<file path="src/verilog/idp_pkg.sv">
// idp_pkg: constants and types of the two-wire display RAM port
package idp_pkg;
   // ======================================================
   // slave address and control byte
   localparam logic [4:0] IDP_SLAVE_BASE = 5'h0F;  // upper five bits 01111
   localparam int         IDP_CTL_CONT   = 7;      // continuation_flag
   localparam int         IDP_CTL_DCS    = 6;      // data_command_select
   localparam logic [3:0] IDP_BIT_LAST   = 4'h8;   // bits in a byte
   // ======================================================
   // address ranges
   localparam logic [7:0] IDP_COL_LAST   = 8'h65;  // column 101
   localparam logic [3:0] IDP_PAGE_LAST  = 4'h9;   // page 9
   localparam logic [3:0] IDP_ICON_PAGE  = 4'h9;   // icon page
   localparam logic [7:0] IDP_ICON_MASK  = 8'h01;  // only bit 0 is kept
   localparam logic [6:0] IDP_COM_LAST   = 7'h42;  // com66
   // ======================================================
   // instruction opcodes (upper nibble, bit 7 low)
   localparam logic [3:0] IDP_OP_COL_LO  = 4'h0;
   localparam logic [3:0] IDP_OP_COL_HI  = 4'h1;
   localparam logic [3:0] IDP_OP_PAGE    = 4'h2;
   localparam logic [3:0] IDP_OP_MIRROR  = 4'h3;
   localparam int         IDP_MIR_COL    = 0;      // column_mirror bit
   localparam int         IDP_MIR_ROW    = 1;      // row_mirror bit
   localparam int         IDP_OP_LINE    = 7;      // set: start-line load
   localparam int         IDP_FIFO_DEPTH = 8;
   // ======================================================
   // types
   typedef struct packed {
      logic [3:0] page;
      logic [7:0] col;
   } idp_ptr_t;
   typedef struct packed {
      idp_ptr_t   ptr;
      logic [7:0] data;
   } idp_ram_wr_t;
   typedef enum {IDP_ST_IDLE, IDP_ST_RX, IDP_ST_ACK, IDP_ST_TX,
                 IDP_ST_MACK} idp_state_t;
   typedef enum {IDP_PH_ADDR, IDP_PH_CTRL, IDP_PH_DATA} idp_phase_t;
endpackage : idp_pkg

</file>
<file path="src/verilog/idp_port.sv">
// idp_port: two-wire slave port, pointer logic and display scan counters
`timescale 1ns/100ps

// ======================================================
// fifo: flip-flop storage indexed by read and write pointers
module idp_fifo #(
   parameter int WIDTH = 20,
   parameter int DEPTH = 8
) (
   // clock and reset
   input  wire logic             mclk,
   input  wire logic             rst_n,
   input  wire logic             clk_en,
   // fill side
   input  wire logic             in_valid,
   output logic                  in_ready,
   input  wire logic [WIDTH-1:0] in_data,
   // drain side
   output logic                  out_valid,
   input  wire logic             out_ready,
   output logic      [WIDTH-1:0] out_data
);
   localparam int AW = $clog2(DEPTH);
   logic [WIDTH-1:0] mem_reg [DEPTH];   // storage words
   logic [AW:0]      wp_reg, wp_next;   // write pointer with wrap bit
   logic [AW:0]      rp_reg, rp_next;   // read pointer with wrap bit
   logic             push, pop;

   // full when pointers differ only in the wrap bit
   always_comb begin
      in_ready  = (wp_reg[AW] == rp_reg[AW])
               || (wp_reg[AW-1:0] != rp_reg[AW-1:0]);
      out_valid = (wp_reg != rp_reg);
      out_data  = mem_reg[rp_reg[AW-1:0]];
      push      = in_valid && in_ready;
      pop       = out_valid && out_ready;
      wp_next   = push ? wp_reg + 1'b1 : wp_reg;
      rp_next   = pop ? rp_reg + 1'b1 : rp_reg;
   end

   // pointers and storage registered under the clock enable
   always_ff @(posedge mclk or negedge rst_n) begin
      if (!rst_n) begin
         wp_reg <= '0;
         rp_reg <= '0;
      end else if (clk_en) begin
         wp_reg <= wp_next;
         rp_reg <= rp_next;
         if (push) begin
            mem_reg[wp_reg[AW-1:0]] <= in_data;
         end
      end
   end
endmodule : idp_fifo

// ======================================================
// port top
module idp_port
   import idp_pkg::*;
(
   // clock, enable, reset
   input  wire logic        mclk,
   input  wire logic        clk_en,
   input  wire logic        rst_b,
   // two-wire bus pins
   input  wire logic        scl_in,
   input  wire logic        sda_in,
   output logic             sda_out,
   output logic             sda_oe,
   // static address straps
   input  wire logic        addr_select_pin_low,
   input  wire logic        addr_select_pin_high,
   // display RAM write stream
   output logic             ram_wr_valid,
   input  wire logic        ram_wr_ready,
   output idp_pkg::idp_ram_wr_t ram_wr,
   // display RAM read port, combinational data back
   output idp_pkg::idp_ptr_t ram_rd_ptr,
   input  wire logic [7:0]  ram_rd_data,
   // configuration state
   output logic             column_mirror,
   output logic             row_mirror,
   output logic [6:0]       start_line,
   // display scan timing
   input  wire logic        frame_start,
   input  wire logic        line_step_clock,
   input  wire logic [7:0]  scan_seg,
   output logic [6:0]       disp_line,
   output logic [6:0]       disp_com,
   output logic [7:0]       disp_col
);
   import idp_pkg::*;

   // ======================================================
   // reset release and pin synchronisers
   logic rst_s1_reg, rst_s2_reg;          // reset release chain
   logic scl_s1_reg, scl_s2_reg, scl_d_reg; // scl sync and delay
   logic sda_s1_reg, sda_s2_reg, sda_d_reg; // sda sync and delay
   logic [1:0] sel_s1_reg, sel_s2_reg;      // address strap sync
   logic rst_n;

   // reset enters asynchronously, leaves through two flops
   always_ff @(posedge mclk or negedge rst_b) begin
      if (!rst_b) begin
         rst_s1_reg <= 1'b0;
         rst_s2_reg <= 1'b0;
      end else begin
         rst_s1_reg <= 1'b1;
         rst_s2_reg <= rst_s1_reg;
      end
   end
   assign rst_n = rst_s2_reg;

   // idle bus is high, so the scl and sda chains reset high
   always_ff @(posedge mclk or negedge rst_n) begin
      if (!rst_n) begin
         scl_s1_reg <= 1'b1;
         scl_s2_reg <= 1'b1;
         scl_d_reg  <= 1'b1;
         sda_s1_reg <= 1'b1;
         sda_s2_reg <= 1'b1;
         sda_d_reg  <= 1'b1;
         sel_s1_reg <= '0;
         sel_s2_reg <= '0;
      end else if (clk_en) begin
         // straps are pins too, so they pass two flops as well
         sel_s1_reg <= {addr_select_pin_high, addr_select_pin_low};
         sel_s2_reg <= sel_s1_reg;
         scl_s1_reg <= scl_in;
         scl_s2_reg <= scl_s1_reg;
         scl_d_reg  <= scl_s2_reg;
         sda_s1_reg <= sda_in;
         sda_s2_reg <= sda_s1_reg;
         sda_d_reg  <= sda_s2_reg;
      end
   end

   // edges seen only on the second flop and its delayed copy
   logic scl_rise, scl_fall, start_cond, stop_cond;
   assign scl_rise   = scl_s2_reg && !scl_d_reg;
   assign scl_fall   = !scl_s2_reg && scl_d_reg;
   assign start_cond = scl_s2_reg && scl_d_reg && !sda_s2_reg && sda_d_reg;
   assign stop_cond  = scl_s2_reg && scl_d_reg && sda_s2_reg && !sda_d_reg;

   // ======================================================
   // protocol engine
   idp_state_t  st_reg, st_next;          // bus state
   idp_phase_t  ph_reg, ph_next;          // which byte is expected
   logic [7:0]  sh_reg, sh_next;          // shift register
   logic [3:0]  bc_reg, bc_next;          // bit count
   logic        oe_reg, oe_next;          // SDA pull-down
   logic        txa_reg, txa_next;        // send after the ack
   logic        cont_reg, cont_next;      // continuation_flag latched
   logic        dcs_reg, dcs_next;        // data_command_select latched
   logic        mack_reg, mack_next;      // master acknowledged
   logic [7:0]  hold_reg, hold_next;      // bus holder for reads
   idp_ptr_t    ptr_reg, ptr_next;        // page and column pointer
   logic        cmir_reg, cmir_next;      // column_mirror
   logic        rmir_reg, rmir_next;      // row_mirror
   logic [6:0]  sl_reg, sl_next;          // start line register
   idp_ram_wr_t wr_word;
   logic        wr_push, wr_ready;
   logic [6:0]  own_addr;

   assign own_addr = {IDP_SLAVE_BASE, sel_s2_reg};

   // next pointer: column wraps at 101, page at 9
   function automatic idp_ptr_t ptr_step(input idp_ptr_t p);
      idp_ptr_t n;
      n = p;
      if (p.col >= IDP_COL_LAST) begin
         n.col  = '0;
         n.page = (p.page >= IDP_PAGE_LAST) ? 4'h0 : p.page + 4'h1;
      end else begin
         n.col = p.col + 8'h01;
      end
      return n;
   endfunction : ptr_step

   // one bit shifted in or out per SCL period
   always_comb begin
      st_next   = st_reg;
      ph_next   = ph_reg;
      sh_next   = sh_reg;
      bc_next   = bc_reg;
      oe_next   = oe_reg;
      txa_next  = txa_reg;
      cont_next = cont_reg;
      dcs_next  = dcs_reg;
      mack_next = mack_reg;
      hold_next = hold_reg;
      ptr_next  = ptr_reg;
      cmir_next = cmir_reg;
      rmir_next = rmir_reg;
      sl_next   = sl_reg;
      wr_push   = 1'b0;
      wr_word   = '{ptr: ptr_reg, data: sh_reg};
      if (ptr_reg.page == IDP_ICON_PAGE) begin
         wr_word.data = sh_reg & IDP_ICON_MASK;
      end
      if (start_cond) begin
         // repeated START also lands here and restarts parsing
         st_next = IDP_ST_RX;
         ph_next = IDP_PH_ADDR;
         bc_next = '0;
         oe_next = 1'b0;
      end else if (stop_cond) begin
         st_next = IDP_ST_IDLE;
         oe_next = 1'b0;
      end else begin
         unique case (st_reg)
            IDP_ST_IDLE: begin
               oe_next = 1'b0;                         // not addressed
            end
            IDP_ST_RX: begin
               if (scl_rise && bc_reg < IDP_BIT_LAST) begin
                  sh_next = {sh_reg[6:0], sda_s2_reg};
                  bc_next = bc_reg + 4'h1;
               end else if (scl_fall && bc_reg == IDP_BIT_LAST) begin
                  st_next  = IDP_ST_ACK;
                  oe_next  = 1'b1;
                  txa_next = 1'b0;
                  unique case (ph_reg)
                     IDP_PH_ADDR: begin
                        if (sh_reg[7:1] != own_addr) begin
                           st_next = IDP_ST_IDLE;
                           oe_next = 1'b0;
                        end else if (sh_reg[0]) begin
                           // reads only while data_command_select is clear, as after reset or an instruction write
                           txa_next = !dcs_reg;
                           oe_next  = !dcs_reg;
                           st_next  = dcs_reg ? IDP_ST_IDLE : IDP_ST_ACK;
                        end else begin
                           ph_next = IDP_PH_CTRL;
                        end
                     end
                     IDP_PH_CTRL: begin
                        cont_next = sh_reg[IDP_CTL_CONT];
                        dcs_next  = sh_reg[IDP_CTL_DCS];
                        ph_next   = IDP_PH_DATA;
                     end
                     IDP_PH_DATA: begin
                        // back to control only while continuation set
                        ph_next = cont_reg ? IDP_PH_CTRL
                                           : IDP_PH_DATA;
                        if (dcs_reg) begin
                           wr_push = 1'b1;
                           if (wr_ready) begin
                              ptr_next = ptr_step(ptr_reg);
                           end else begin
                              // full buffer: refuse the byte with no ack
                              oe_next = 1'b0;
                              st_next = IDP_ST_IDLE;
                           end
                        end else if (sh_reg[IDP_OP_LINE]) begin
                           sl_next = sh_reg[6:0];
                        end else begin
                           unique case (sh_reg[7:4])
                              IDP_OP_COL_LO: ptr_next.col[3:0] = sh_reg[3:0];
                              IDP_OP_COL_HI: ptr_next.col[7:4] = sh_reg[3:0];
                              IDP_OP_PAGE: begin
                                 ptr_next.page = sh_reg[3:0];
                              end
                              IDP_OP_MIRROR: begin
                                 cmir_next = sh_reg[IDP_MIR_COL];
                                 rmir_next = sh_reg[IDP_MIR_ROW];
                              end
                              default: ;               // unknown opcode
                           endcase
                        end
                     end
                  endcase
               end
            end
            IDP_ST_ACK: begin
               if (scl_fall) begin
                  oe_next = 1'b0;                      // ack slot over
                  bc_next = '0;
                  st_next = IDP_ST_RX;
                  if (txa_reg) begin
                     // holder gives stale byte, then reloads: dummy read
                     sh_next   = hold_reg;
                     hold_next = ram_rd_data;
                     ptr_next  = ptr_step(ptr_reg);
                     oe_next   = !hold_reg[7];
                     st_next   = IDP_ST_TX;
                  end
               end
            end
            IDP_ST_TX: begin
               if (scl_fall) begin
                  bc_next = bc_reg + 4'h1;
                  sh_next = {sh_reg[6:0], 1'b1};
                  oe_next = !sh_reg[6];
                  if (bc_reg == IDP_BIT_LAST - 4'h1) begin
                     oe_next = 1'b0;                   // free SDA for ack
                     st_next = IDP_ST_MACK;
                  end
               end
            end
            IDP_ST_MACK: begin
               if (scl_rise) begin
                  mack_next = !sda_s2_reg;
               end else if (scl_fall) begin
                  if (mack_reg) begin
                     bc_next   = '0;
                     sh_next   = hold_reg;
                     hold_next = ram_rd_data;
                     ptr_next  = ptr_step(ptr_reg);
                     oe_next   = !hold_reg[7];
                     st_next   = IDP_ST_TX;
                  end else begin
                     oe_next = 1'b0;
                     st_next = IDP_ST_IDLE;
                  end
               end
            end
         endcase
      end
   end

   // protocol state registered under the clock enable
   always_ff @(posedge mclk or negedge rst_n) begin
      if (!rst_n) begin
         st_reg   <= IDP_ST_IDLE;
         ph_reg   <= IDP_PH_ADDR;
         sh_reg   <= '0;
         bc_reg   <= '0;
         oe_reg   <= 1'b0;
         txa_reg  <= 1'b0;
         cont_reg <= 1'b0;
         dcs_reg  <= 1'b0;
         mack_reg <= 1'b0;
         hold_reg <= '0;
         ptr_reg  <= '0;
         cmir_reg <= 1'b0;
         rmir_reg <= 1'b0;
         sl_reg   <= '0;
      end else if (clk_en) begin
         st_reg   <= st_next;
         ph_reg   <= ph_next;
         sh_reg   <= sh_next;
         bc_reg   <= bc_next;
         oe_reg   <= oe_next;
         txa_reg  <= txa_next;
         cont_reg <= cont_next;
         dcs_reg  <= dcs_next;
         mack_reg <= mack_next;
         hold_reg <= hold_next;
         ptr_reg  <= ptr_next;
         cmir_reg <= cmir_next;
         rmir_reg <= rmir_next;
         sl_reg   <= sl_next;
      end
   end

   // open drain: only ever pull low
   assign sda_out       = 1'b0;
   assign sda_oe        = oe_reg;
   assign ram_rd_ptr    = ptr_reg;
   assign column_mirror = cmir_reg;
   assign row_mirror    = rmir_reg;
   assign start_line    = sl_reg;

   // write buffer lets the RAM side stall without losing bytes
   idp_fifo #(
      .WIDTH ($bits(idp_ram_wr_t)),
      .DEPTH (IDP_FIFO_DEPTH)
   ) u_fifo (
      .mclk      (mclk),
      .rst_n     (rst_n),
      .clk_en    (clk_en),
      .in_valid  (wr_push),
      .in_ready  (wr_ready),
      .in_data   (wr_word),
      .out_valid (ram_wr_valid),
      .out_ready (ram_wr_ready),
      .out_data  (ram_wr)
   );

   // ======================================================
   // display scan counters
   logic [6:0] ln_reg, ln_next;           // RAM line for current com
   logic [6:0] cc_reg, cc_next;           // com scan position
   logic [6:0] dcom_reg, dcom_next;       // mirrored com output
   logic [7:0] dcol_reg, dcol_next;       // mirrored column

   // counters cover rows 0..66 only, so icon row 67 never scrolls
   always_comb begin
      ln_next = ln_reg;
      cc_next = cc_reg;
      if (frame_start) begin
         ln_next = sl_reg;
         cc_next = '0;
      end else if (line_step_clock) begin
         ln_next = (ln_reg >= IDP_COM_LAST) ? 7'h00 : ln_reg + 7'h01;
         cc_next = (cc_reg >= IDP_COM_LAST) ? 7'h00 : cc_reg + 7'h01;
      end
      dcom_next = rmir_reg ? IDP_COM_LAST - cc_reg : cc_reg;
      dcol_next = cmir_reg ? IDP_COL_LAST - scan_seg : scan_seg;
   end

   // scan state registered under the clock enable
   always_ff @(posedge mclk or negedge rst_n) begin
      if (!rst_n) begin
         ln_reg   <= '0;
         cc_reg   <= '0;
         dcom_reg <= '0;
         dcol_reg <= '0;
      end else if (clk_en) begin
         ln_reg   <= ln_next;
         cc_reg   <= cc_next;
         dcom_reg <= dcom_next;
         dcol_reg <= dcol_next;
      end
   end

   assign disp_line = ln_reg;
   assign disp_com  = dcom_reg;
   assign disp_col  = dcol_reg;
endmodule : idp_port

</file>
<file path="config.mk">
export PLATFORM = sky130hd
export DESIGN_NAME = idp_port
export DESIGN_NICKNAME = d
export VERILOG_FILES = /design/src/verilog/idp_pkg.sv /design/src/verilog/idp_port.sv
export SDC_FILE = /design/constraint.sdc
export NUM_CORES = 1
export LEC_CHECK = 0
export BUFFER_PORTS_ARGS = -buffer_cell sky130_fd_sc_hd__buf_2
export CAP_MARGIN = 40
export CORE_MARGIN = 1.5
export CORE_UTILIZATION = 62
export CTS_BUF_LIST = sky130_fd_sc_hd__clkbuf_4
export DETAILED_ROUTE_END_ITERATION = 6
export HOLD_SLACK_MARGIN = 0.15
export PLACE_DENSITY = 0.86
export SYNTH_ARGS = -nofsm -noshare
export SYNTH_HDL_FRONTEND = slang
export SYNTH_HIERARCHICAL = 1
export SYNTH_SLANG_ARGS = --single-unit
</file>
<file path="constraint.sdc">
create_clock -name mclk -period 4.3 [get_ports mclk]
set_clock_uncertainty 0.15 [all_clocks]
set_input_delay 1.29 -clock mclk [delete_from_list [all_inputs] [get_ports mclk]]
set_output_delay 1.29 -clock mclk [all_outputs]
set_load 0.03 [all_outputs]
</file>
==> results.sh <==
export IMPL_core_area_um2=18770
export IMPL_cts_root_buf="clkbuf_4"
export IMPL_yosysTopAreaCell="edfxtp_1"
export IMPL_max_cap_viol_count=0
export IMPL_cts_tree="yes"
export IMPL_startpoint="u_fifo/rp_reg[0]"
export IMPL_avgSynthCellArea_um2=14.43
export IMPL_status="completed"
export IMPL_cpMaxStageDelayCell="mux4_1"
export IMPL_synth_area_mux_share_pct=15.05
export IMPL_grt_pass1_vias=7501
export IMPL_h_tree_depth=3
export IMPL_start_util_pct=63.26
export IMPL_syn_nets=867
export IMPL_ys_types=83
export IMPL_antenna_found_initial=1
export IMPL_ys_seq_elements=260
export IMPL_dieArea_um2=19990
export IMPL_cts_path_max_buffers=3
export IMPL_cts_made_buffers=66
export IMPL_drive_gt1_share_pct=33.10
export IMPL_critPathKind="flip-flop to output port"
export IMPL_dp_hpwl_mm=14.81
export IMPL_post_route_min_period_ns=4.047
export IMPL_hold_buffers=2
export IMPL_die_h_um=141.4
export IMPL_place_congestion=0.8681
export IMPL_io_pins=92
export IMPL_wl_mm=23.91
export IMPL_timing_rr_end="u_fifo/mem_reg[4][15]"
export IMPL_hold_class="flip-flop to asynchronous set/reset pin"
export IMPL_drtIter0Drc=390
export IMPL_regToRegStartpoint="st_reg[0]"
export IMPL_via_per_inst=5.973
export IMPL_synth_compound_area_share_pct=7.166
export IMPL_post_drt_wl_per_cell_um=19.36
export IMPL_crit_fanout=12
export IMPL_synth_simple_gate_area_share_pct=8.842
export IMPL_synth_xor_area_share_pct=2.044
export IMPL_reg2regPathDepth=8
export IMPL_syn_cell_area_um2=11870
export IMPL_setup_viol=0
export IMPL_rsz0062_at_grt="false"
export IMPL_synth_top_flop_cell="edfxtp_1"
export IMPL_synth_top_family_by_area="multiplexers"
export IMPL_synth_top_area_share_pct=40.47
export IMPL_critPathLaunchType="flip-flop"
export IMPL_firstDrtPassIters=4
export IMPL_slowest_delay_ns=0.61
export IMPL_peakVddDrop_mv=0.3119
export IMPL_grt_ovfl_total=0
export IMPL_areaGrowthSynthToFinish_pct=12.82
export IMPL_setup_ws_ns=0.2532
export IMPL_relSlewSlack_pct=36.06
export IMPL_hold_viol=0
export IMPL_cts_setup_buffers=0
export IMPL_pre_cts_ws_ns=0.9323
export IMPL_cts_resized=0
export IMPL_path_delay_family="multiplexers"
export IMPL_worst_path_buf_inv=2
export IMPL_ant_nets=0
export IMPL_synth_fa_ha_area_share_pct=1.897
export IMPL_netlist_top_cells_area="edfxtp_1 (40%), dfrtp_1 (20%), mux2_2 (5.7%), mux4_1 (5.5%), mux4_2 (2.8%)"
export IMPL_final_cell_mix="edfxtp_1 (160), clkbuf_4 (98), dfrtp_1 (92)"
export IMPL_cp_data_required_time_ns=2.86
export IMPL_crit_path_end_kind="output port"
export IMPL_slew_viol_final=0
export IMPL_rows=50
export IMPL_yosys_warnings=6
export IMPL_fmax_mhz=247.1
export IMPL_vias=7377
export IMPL_worstPathArrival_ns=2.61
export IMPL_clock_sinks=260
export IMPL_pwr_density_cell_nw_per_um2=466.4
export IMPL_cp_cell_sequence="buf_4 -> mux4_1 -> mux2_2 -> buf_2"
export IMPL_drcViolationCount=0
export IMPL_leakage_nw=5.429
export IMPL_utilization_pct=71.37
export IMPL_yosysSeqAreaShare_pct=61.61
export IMPL_synth_edf_count=160
export IMPL_synthCells=823
export IMPL_fin_setup_tns_ns=0
export IMPL_r2r_setup_slack_ns=1.34
export IMPL_track_usage_pct=25.26
export IMPL_largest_register_ffs=160
export IMPL_cp_endpoint="ram_wr[19]"
export IMPL_clkLatencyLatePin_ns=0.67
export IMPL_finalCritPeriodShare_pct=94.11
export IMPL_tightest_slew_ns=0.9591
export IMPL_fin_nets=991
export IMPL_final_common_cell="edfxtp_1"
export IMPL_clk_pin_slew_worst_paths_ns=0.06
export IMPL_die_w_um=141.4
export IMPL_io_buffers=90
export IMPL_cp_num_cells=4
export IMPL_grt_start_max_net_pins=68
export IMPL_async_flop_share_pct=38.46
export IMPL_grt_pass1_wl_mm=38.84
## cells by family (layout without fill, tap and decap cells)
family,Yosys count,count (layout)
other cells,2,3
flops,260,260
fa+ha+maj,18,18
xor+xnor,26,26
compound gates,131,131
buf+inv,75,252
simple gates,200,200
mux,111,111
## Yosys cell counts, types with 5 or more instances
cell type,count
nor2_1,47
xnor2_1,10
buf_6,6
a21o_1,5
and2_1,10
nand3_1,19
a21oi_1,36
ha_1,18
mux4_1,25
dfrtp_1,94
mux2i_1,9
clkbuf_1,17
and3_1,7
mux4_2,15
nor3b_1,5
buf_2,9
buf_4,15
nor3_1,7
inv_1,23
xor2_1,14
a31oi_1,6
o31ai_1,7
nand4_1,7
edfxtp_1,160
o21ai_0,33
nor4_1,6
nand2b_1,9
nor2b_1,6
mux2_2,60
o21ai_1,6
nand2_1,51
dfstp_2,6
## final cells by class
| type | count | area (µm²) |
|---|---|---|
| timing repair buffer | 108 | 615.6 |
| antenna | 1 | 2.502 |
| fill | 1231 | 5373 |
| multi-input combinational | 488 | 4213 |
| inverter | 23 | 86.33 |
| sequential | 260 | 7320 |
| clock inverter | 23 | 130.1 |
| clock buffer | 98 | 735.7 |
| tap | 234 | 292.8 |
## worst reg2reg max path, cell delays in order, from the launching register on
cell	delay [ns]
dfrtp_1	0.52
nor3b_2	0.42
and3_1	0.31
and3_1	0.25
nand2_1	0.22
nor2_1	0.15
nand2_1	0.10
nor2_2	0.13
buf_4	0.36
## where the power goes
group / switching (mW) / internal (mW) / total, mW / leakage [nW]
logic: 0.651 / 0.530 / 1.18 / 2.17
registers: 0.192 / 2.77 / 2.96 / 2.74
clock network: 0.989 / 1.12 / 2.11 / 0.517
## how the worst min path moves through the flow
| stage | end | from | slack [ns] |
|---|---|---|---|
| floorplan | rst_n | rst_s1_reg | 0.18 |
| global placement | mack_reg | rst_n | 0.14 |
| detailed placement | mack_reg | rst_n | 0.14 |
| CTS | scl_d_reg | rst_n | 0.17 |
| global route | scl_d_reg | rst_n | 0.18 |
| finish | scl_d_reg | rst_n | 0.17 |
## stage by stage
step	power [mW]	area (µm²)	instances	hold WS [ns]
4_1_cts	6.308	13390	1234	0.1716
6_report	6.248	13400	1235	0.1708
5_1_grt	6.542	13400	1235	0.1812
2_1_floorplan	3.924	11890	823	0.1811
3_3_place_gp	4.149	12510	1111	0.1359
3_5_place_dp	4.196	12510	1111	0.1431
## metal layers
metal	routed length [µm]	vias to the layer above	track usage, %
met1	9993	3658	32.55
met4	388	0	10.09
met3	1694	32	5.872
li1	-	3407	-
met5	0	-	0
met2	11840	280	42.00
(Power assumes the default switching activity.)
